<file path="config.mk">
export PLATFORM = sky130hd
export DESIGN_NAME = ssp_port
export DESIGN_NICKNAME = d
export VERILOG_FILES = /design/src/hdl/ssp_pkg.sv /design/src/hdl/ssp_port.sv
export VERILOG_INCLUDE_DIRS = /design/src /design/src/hdl
export SDC_FILE = /design/constraint.sdc
export NUM_CORES = 1
export LEC_CHECK = 0
export ABC_AREA = 1
export BUFFER_PORTS_ARGS = -buffer_cell sky130_fd_sc_hd__buf_2
export CAP_MARGIN = 20
export CORE_MARGIN = 4
export CORE_UTILIZATION = 41
export CTS_CLUSTER_DIAMETER = 60
export DETAILED_ROUTE_END_ITERATION = 10
export GPL_ROUTABILITY_DRIVEN = 1
export PLACE_DENSITY = 0.76
export SLEW_MARGIN = 20
export SYNTH_ARGS = -nofsm -noshare
export SYNTH_HDL_FRONTEND = slang
export SYNTH_SLANG_ARGS = --single-unit
</file>
<file path="constraint.sdc">
create_clock -name clock_i -period 2.2 [get_ports clock_i]
set_input_delay 0.44 -clock clock_i [delete_from_list [all_inputs] [get_ports clock_i]]
set_output_delay 0.44 -clock clock_i [all_outputs]
set_load 0.01 [all_outputs]
</file>
<file path="src/hdl/ssp_map.svh">
// register map and constants for the six-bit shared serial port
// Function
// - six bidirectional pins 0..5: general I/O, serial data or clock, two IRQ
// - pins 5 and 4 feed interrupt lines when enabled, regardless of direction
// - pin multiplexing identical in every chip mode; mode pins ignored
// - unowned pin: direction 1 drives latch, 0 makes it an input
// - direction register write-only; reads return all ones
// - direction loads 0xC0 on reset and hardware standby; kept in soft standby
// - in software standby, output pins keep driving their previous state
// - data read: latch when direction 1, sampled pin level when 0
// - data bits 7 and 6 reserved: writes ignored, read as one
// - data loads 0xC0 on reset and hardware standby; kept in soft standby
// - pin 5: ch1 clock in if enable high, else clock out if low or sync
// - pin 4: same clock scheme using channel 0 controls
// - pin 3: ch1 receive input when receive enable, else general I/O
// - pin 2: ch0 receive input when smart card select or receive enable
// - pin 0: ch0 transmit when transmit enable or smart card select; with smart card select driven only while tx_ch0_drive_i
`ifndef SSP_MAP_SVH
`define SSP_MAP_SVH
`define SSP_DIR_ADDR 16'hFFD0
`define SSP_DAT_ADDR 16'hFFD2
`define SSP_RESET_VAL 8'hC0
`define SSP_RSVD_MASK 8'hC0
`define SSP_ALL_ONES 8'hFF
`define SSP_RESP_OK 2'h0
`define SSP_RESP_SLVERR 2'h2
`define SSP_ADDR_LO 15:0
`endif

</file>
<file path="src/hdl/ssp_pkg.sv">
// types for the six-bit shared serial port
package ssp_pkg;
    typedef struct packed {
        logic clk_en_high;
        logic clk_en_low;
        logic sync_mode;
        logic rx_en;
        logic tx_en;
    } ssp_chan_type;
    typedef struct packed {
        logic [5:0] in;
        logic [5:0] out;
        logic [5:0] oe;
    } ssp_pins_type;
endpackage

</file>
<file path="src/hdl/ssp_port.sv">
// six-bit gpio port shared with two serial channels, axi4-lite slave
//
// The AXI4-Lite register port was chosen for this implementation.
`timescale 1ns/1ps
`include "ssp_map.svh"
module ssp_port
    import ssp_pkg::*;
(
    // clock and reset
    input wire logic clock_i,
    input wire logic rst_i,
    // power state
    input wire logic hw_standby_i,
    input wire logic sw_standby_i,
    // axi4-lite write
    input wire logic [31:0] s_axi_awaddr_i,
    input wire logic s_axi_awvalid_i,
    output logic s_axi_awready_o,
    input wire logic [31:0] s_axi_wdata_i,
    input wire logic [3:0] s_axi_wstrb_i,
    input wire logic s_axi_wvalid_i,
    output logic s_axi_wready_o,
    output logic [1:0] s_axi_bresp_o,
    output logic s_axi_bvalid_o,
    input wire logic s_axi_bready_i,
    // axi4-lite read
    input wire logic [31:0] s_axi_araddr_i,
    input wire logic s_axi_arvalid_i,
    output logic s_axi_arready_o,
    output logic [31:0] s_axi_rdata_o,
    output logic [1:0] s_axi_rresp_o,
    output logic s_axi_rvalid_o,
    input wire logic s_axi_rready_i,
    // serial channel controls and data
    input wire ssp_chan_type ch0_ctl_i,
    input wire ssp_chan_type ch1_ctl_i,
    input wire logic smart_card_select_i,
    input wire logic transmit_out_ch0_i,
    input wire logic tx_ch0_drive_i,
    input wire logic transmit_out_ch1_i,
    input wire logic serial_clock_ch0_out_i,
    input wire logic serial_clock_ch1_out_i,
    output logic receive_in_ch0_o,
    output logic receive_in_ch1_o,
    output logic serial_clock_ch0_in_o,
    output logic serial_clock_ch1_in_o,
    // interrupt lines
    input wire logic [1:0] irq_enable_i,
    output logic ext_interrupt_line4_o,
    output logic ext_interrupt_line5_o,
    // pins
    input wire logic [5:0] pin_i,
    output logic [5:0] pin_o,
    output logic [5:0] pin_oe_o
);
    logic [7:0] port_direction_reg_r;
    logic [7:0] port_output_latch_r;
    logic [5:0] pin_meta_r;
    logic [5:0] pin_sync_r;
    logic [5:0] per_own;
    logic [5:0] per_oe;
    logic [5:0] per_out;
    logic [5:0] pins_oe_nxt;
    logic [5:0] pins_out_nxt;
    logic [5:0] pins_oe_r;
    logic [5:0] pins_out_r;
    logic [7:0] read_nxt;
    logic aw_held_r;
    logic w_held_r;
    logic [15:0] aw_addr_r;
    logic [31:0] w_data_r;
    logic w_strb0_r;
    logic wr_fire;
    logic rd_hit;
    logic wr_hit;
    logic hold_regs;

    // pin input synchroniser
    always_ff @(posedge clock_i) begin
        if (rst_i) begin
            pin_meta_r <= '0;
            pin_sync_r <= '0;
        end else begin
            pin_meta_r <= pin_i;
            pin_sync_r <= pin_meta_r;
        end
    end

    // write channel capture
    assign s_axi_awready_o = !aw_held_r;
    assign s_axi_wready_o = !w_held_r;
    assign wr_fire = aw_held_r && w_held_r && !s_axi_bvalid_o;
    always_ff @(posedge clock_i) begin
        if (rst_i) begin
            aw_held_r <= 1'b0;
            w_held_r <= 1'b0;
            aw_addr_r <= '0;
            w_data_r <= '0;
            w_strb0_r <= 1'b0;
        end else begin
            if (s_axi_awvalid_i && !aw_held_r) begin
                aw_held_r <= 1'b1;
                aw_addr_r <= s_axi_awaddr_i[`SSP_ADDR_LO];
            end else if (wr_fire) begin
                aw_held_r <= 1'b0;
            end
            if (s_axi_wvalid_i && !w_held_r) begin
                w_held_r <= 1'b1;
                w_data_r <= s_axi_wdata_i;
                w_strb0_r <= s_axi_wstrb_i[0];
            end else if (wr_fire) begin
                w_held_r <= 1'b0;
            end
        end
    end

    assign wr_hit = (aw_addr_r == `SSP_DIR_ADDR) ||
                    (aw_addr_r == `SSP_DAT_ADDR);
    always_ff @(posedge clock_i) begin
        if (rst_i) begin
            s_axi_bvalid_o <= 1'b0;
            s_axi_bresp_o <= `SSP_RESP_OK;
        end else if (wr_fire) begin
            s_axi_bvalid_o <= 1'b1;
            s_axi_bresp_o <= wr_hit ? `SSP_RESP_OK : `SSP_RESP_SLVERR;
        end else if (s_axi_bready_i) begin
            s_axi_bvalid_o <= 1'b0;
        end
    end

    // registers; reset and hardware standby both initialise, soft keeps
    assign hold_regs = sw_standby_i;
    always_ff @(posedge clock_i) begin
        if (rst_i || hw_standby_i) begin
            port_direction_reg_r <= `SSP_RESET_VAL;
        end else if (wr_fire && w_strb0_r && !hold_regs &&
                     aw_addr_r == `SSP_DIR_ADDR) begin
            port_direction_reg_r <= w_data_r[7:0];
        end
    end
    always_ff @(posedge clock_i) begin
        if (rst_i || hw_standby_i) begin
            port_output_latch_r <= `SSP_RESET_VAL;
        end else if (wr_fire && w_strb0_r && !hold_regs &&
                     aw_addr_r == `SSP_DAT_ADDR) begin
            port_output_latch_r <= w_data_r[7:0] | `SSP_RSVD_MASK;
        end
    end

    // peripheral ownership; no chip mode input at all
    always_comb begin
        per_own = '0;
        per_oe = '0;
        per_out = '0;
        if (ch1_ctl_i.clk_en_high) begin
            per_own[5] = 1'b1;
        end else if (ch1_ctl_i.clk_en_low || ch1_ctl_i.sync_mode) begin
            per_own[5] = 1'b1;
            per_oe[5] = 1'b1;
            per_out[5] = serial_clock_ch1_out_i;
        end
        if (ch0_ctl_i.clk_en_high) begin
            per_own[4] = 1'b1;
        end else if (ch0_ctl_i.clk_en_low || ch0_ctl_i.sync_mode) begin
            per_own[4] = 1'b1;
            per_oe[4] = 1'b1;
            per_out[4] = serial_clock_ch0_out_i;
        end
        per_own[3] = ch1_ctl_i.rx_en;
        per_own[2] = smart_card_select_i || ch0_ctl_i.rx_en;
        if (ch1_ctl_i.tx_en) begin
            per_own[1] = 1'b1;
            per_oe[1] = 1'b1;
            per_out[1] = transmit_out_ch1_i;
        end
        if (ch0_ctl_i.tx_en || smart_card_select_i) begin
            per_own[0] = 1'b1;
            per_oe[0] = !smart_card_select_i || tx_ch0_drive_i;
            per_out[0] = transmit_out_ch0_i;
        end
    end

    // pin drive; general pins follow direction and latch
    always_comb begin
        for (int i = 0; i < 6; i++) begin
            if (per_own[i]) begin
                pins_oe_nxt[i] = per_oe[i];
                pins_out_nxt[i] = per_out[i];
            end else begin
                pins_oe_nxt[i] = port_direction_reg_r[i];
                pins_out_nxt[i] = port_output_latch_r[i];
            end
        end
    end
    always_ff @(posedge clock_i) begin
        if (rst_i) begin
            pins_oe_r <= '0;
            pins_out_r <= '0;
        end else if (!sw_standby_i) begin
            pins_oe_r <= pins_oe_nxt;
            pins_out_r <= pins_out_nxt;
        end
    end
    assign pin_oe_o = pins_oe_r;
    assign pin_o = pins_out_r;

    // receive and clock inputs, interrupt lines
    assign receive_in_ch0_o = pin_sync_r[2];
    assign receive_in_ch1_o = pin_sync_r[3];
    assign serial_clock_ch0_in_o = pin_sync_r[4];
    assign serial_clock_ch1_in_o = pin_sync_r[5];
    assign ext_interrupt_line4_o = irq_enable_i[0] && pin_sync_r[4];
    assign ext_interrupt_line5_o = irq_enable_i[1] && pin_sync_r[5];

    // read channel
    assign s_axi_arready_o = !s_axi_rvalid_o;
    assign rd_hit = (s_axi_araddr_i[`SSP_ADDR_LO] == `SSP_DIR_ADDR) ||
                    (s_axi_araddr_i[`SSP_ADDR_LO] == `SSP_DAT_ADDR);
    always_comb begin
        read_nxt = '0;
        if (s_axi_araddr_i[`SSP_ADDR_LO] == `SSP_DIR_ADDR) begin
            read_nxt = `SSP_ALL_ONES;
        end else if (s_axi_araddr_i[`SSP_ADDR_LO] == `SSP_DAT_ADDR) begin
            read_nxt = `SSP_RSVD_MASK;
            for (int i = 0; i < 6; i++) begin
                read_nxt[i] = port_direction_reg_r[i] ?
                    port_output_latch_r[i] : pin_sync_r[i];
            end
        end
    end
    always_ff @(posedge clock_i) begin
        if (rst_i) begin
            s_axi_rvalid_o <= 1'b0;
            s_axi_rdata_o <= '0;
            s_axi_rresp_o <= `SSP_RESP_OK;
        end else if (s_axi_arvalid_i && !s_axi_rvalid_o) begin
            s_axi_rvalid_o <= 1'b1;
            s_axi_rdata_o <= {24'h000000, read_nxt};
            s_axi_rresp_o <= rd_hit ? `SSP_RESP_OK : `SSP_RESP_SLVERR;
        end else if (s_axi_rready_i) begin
            s_axi_rvalid_o <= 1'b0;
        end
    end
endmodule // ssp_port

</file>
==> flow_summary.toml <==
[clock_tree]
cts_setup_buffers = 0
clock_latency_ns = 0.34
clock-sinks = 72
clockRootBuffer = "clkbuf_8"
htreeDepth = 3
cts.clk_slew.worst_paths_ns = 0.08
cts_buffer_depth = 2
ctsHoldBuffers = 0
cts_resized = 0
cts-buffers-inserted = 9
cts_tree = "yes"

[worst_setup_path]
critPathCaptureType = "flip-flop"
ff2ff_path_depth = 4
worstSetupPathType = "flip-flop to flip-flop"
reg2reg_setup_slack_ns = 0.47
r2r_start = "aw_held_r$_SDFFE_PP0P_"
startpoint_type = "flip-flop"
reg2reg_to = "aw_addr_r[6]$_SDFFE_PP0P_"
cp.arrival_ns = 1.93
path_max_fanout = 22
cp-endpoint = "aw_addr_r[6]$_SDFFE_PP0P_"
critPathRequiredTime_ns = 2.40
crit_start = "aw_held_r$_SDFFE_PP0P_"

[place]
place_area_um2 = 3730
dp_hpwl_um = 5650
io_buffers = 104
dp.cells = 660
gp_congestion = 0.782
dp_slack_ns = 0.289

[global_route]
first_global_vias = 2819
grt.overflow.total = 0
grt_usage_pct = 15.9
antenna_found_initial = 0
grt_pass1_wl_um = 12300
grt_max_degree = 41

[synth]
async_flop_share_pct = 0
yosysMostFrequentCell = "nor2_1"
ys.flop_type = "dfxtp_1"
synthCells = 466
yosysTopAreaCell = "dfxtp_1"
yosys-top-cells-area = "dfxtp_1, nor2_1, nand2_1, inv_1, o21ai_0"
synth_top_cell_area_share_pct = 44.5
yosysSeqAreaShare_pct = 44.5
ys_warn_count = 0
synth_edf_count = 0
synth_area_um2 = 3240
synth_commonest_cells = "nor2_1, nand2_1, dfxtp_1"
avgSynthCellArea_um2 = 6.95
yosysUniqueCellTypes = 26
synth-seq-cells = 72

[sta]
fmax_mhz = 578
tightest_slew_ns = 0.577
period_share_pct = 78.6
fin_hold_ws_ns = 0.298
finalCriticalPeriod_ns = 1.73
final.setup.tns_ns = 0
setup_slack_ns = 0.470
rsz0062_at_grt = "false"
slew_headroom_pct = 61.4
hold_violations = 0
setup_violations = 0
slew_violations = 0
finClkSkew_ns = 0.00885

[cells_and_area]
regArea_um2 = 1440
largest_register_ffs = 16
largest_register = "aw_addr_r"
drive_above_1_share_pct = 23.7
n_antenna_cell = 0
stdcell_area_um2 = 3940
fin_nets = 702
final_util_pct = 51.2
syn2layout_area_growth_pct = 21.5
multiInputGateArea_um2 = 1370
layoutNonFillerInstCount = 676
largest_registers = "aw_addr_r x16, s_axi_rdata_o x7"
n_fill_cell = 780

[outcome]
run_status = "completed"

[die]
rows = 32
core-area_um2 = 7690
dieArea_um2 = 9390
die_h_um = 96.9
initial_core_util_pct = 42.2
die_x_um = 96.9
ios = 192

[routing]
viasPerCell = 4.43
final_antenna_net_count = 0
num_vias = 2993
drc = 0
first_pass_iters = 4
wl_per_cell_um = 10.9
drt_wl_total_um = 7380
drt_iter0_drc = 99

[power_and_ir_drop]
max-vdd-ir-drop_uv = 498
p_per_area_nw_per_um2 = 714
p_leak_nw = 2.02
p_total_mw = 2.81

[job]
cap_viol_max_count = 0

[hold_path]
min_path_type = "primary input to flip-flop"
cell type report:
cell class              count  share of cell area (%)
flip-flops and latches     72                    36.6
multi-input cells         311                    34.7
repair buffers            107                    13.8
inverters                  68                    6.48
clock buffers              10                    3.49
well taps                 102                    3.24
clock inverters             6                    1.72
kinds of logic (layout without fill, tap and decap cells):
group	count (synthesis)	after routing	synth area share [%]
simple gates	211	211	27.5
compound gates	74	74	11.7
other cells	1	26	0.116
buf+inv	108	191	16.3
flops	72	72	44.5
cells in the final DEF, fill, tap and decap left out, drive strengths merged:
master	synthesis	routed
buf	32	107
clkbuf	8	10
conb	1	26
clkinvlp	0	2
o21a	1	1
nand3	9	9
dfxtp	72	72
nor3	7	7
nand4	6	6
nand3b	1	1
nor2	109	109
clkinv	1	3
a21oi	26	26
inv	67	68
bufinv	0	1
o21ai	45	45
nand2	79	79
o211ai	2	2
power breakdown:
group	total, mW	internal [mW]	switching, mW
sequential	1.41	1.38	0.0366
clock	1.07	0.558	0.508
combinational	0.334	0.131	0.203
worst min path at each step:
stage	from	cells after the start	end
4_1_cts	pin_i[3]	3	pin_meta_r[3]$_SDFF_PP0_
3_3_place_gp	pin_meta_r[4]$_SDFF_PP0_	2	pin_sync_r[4]$_SDFF_PP0_
2_1_floorplan	pin_meta_r[0]$_SDFF_PP0_	2	pin_sync_r[0]$_SDFF_PP0_
5_1_grt	pin_i[3]	3	pin_meta_r[3]$_SDFF_PP0_
6_report	pin_i[3]	3	pin_meta_r[3]$_SDFF_PP0_
3_5_place_dp	pin_meta_r[4]$_SDFF_PP0_	2	pin_sync_r[4]$_SDFF_PP0_
worst max-delay path, cell delays in order, from the launching register on:
cell and delay, ns:
dfxtp_1 0.35, nor2_1 0.47, inv_1 0.42, o21ai_0 0.28
a21oi_1 0.06
routing by layer:
layer / vias up / part of all wire [%] / track usage, % / wire length (um)
met5: - / 0 / 0 / 0
met4: 0 / 1.9 / 6.91 / 139
met3: 12 / 5.9 / 4.11 / 433
met2: 88 / 46 / 25.5 / 3400
met1: 1305 / 46 / 20.0 / 3410
li1: 1588 / - / - / -
Power figures use the tool's default switching activity.
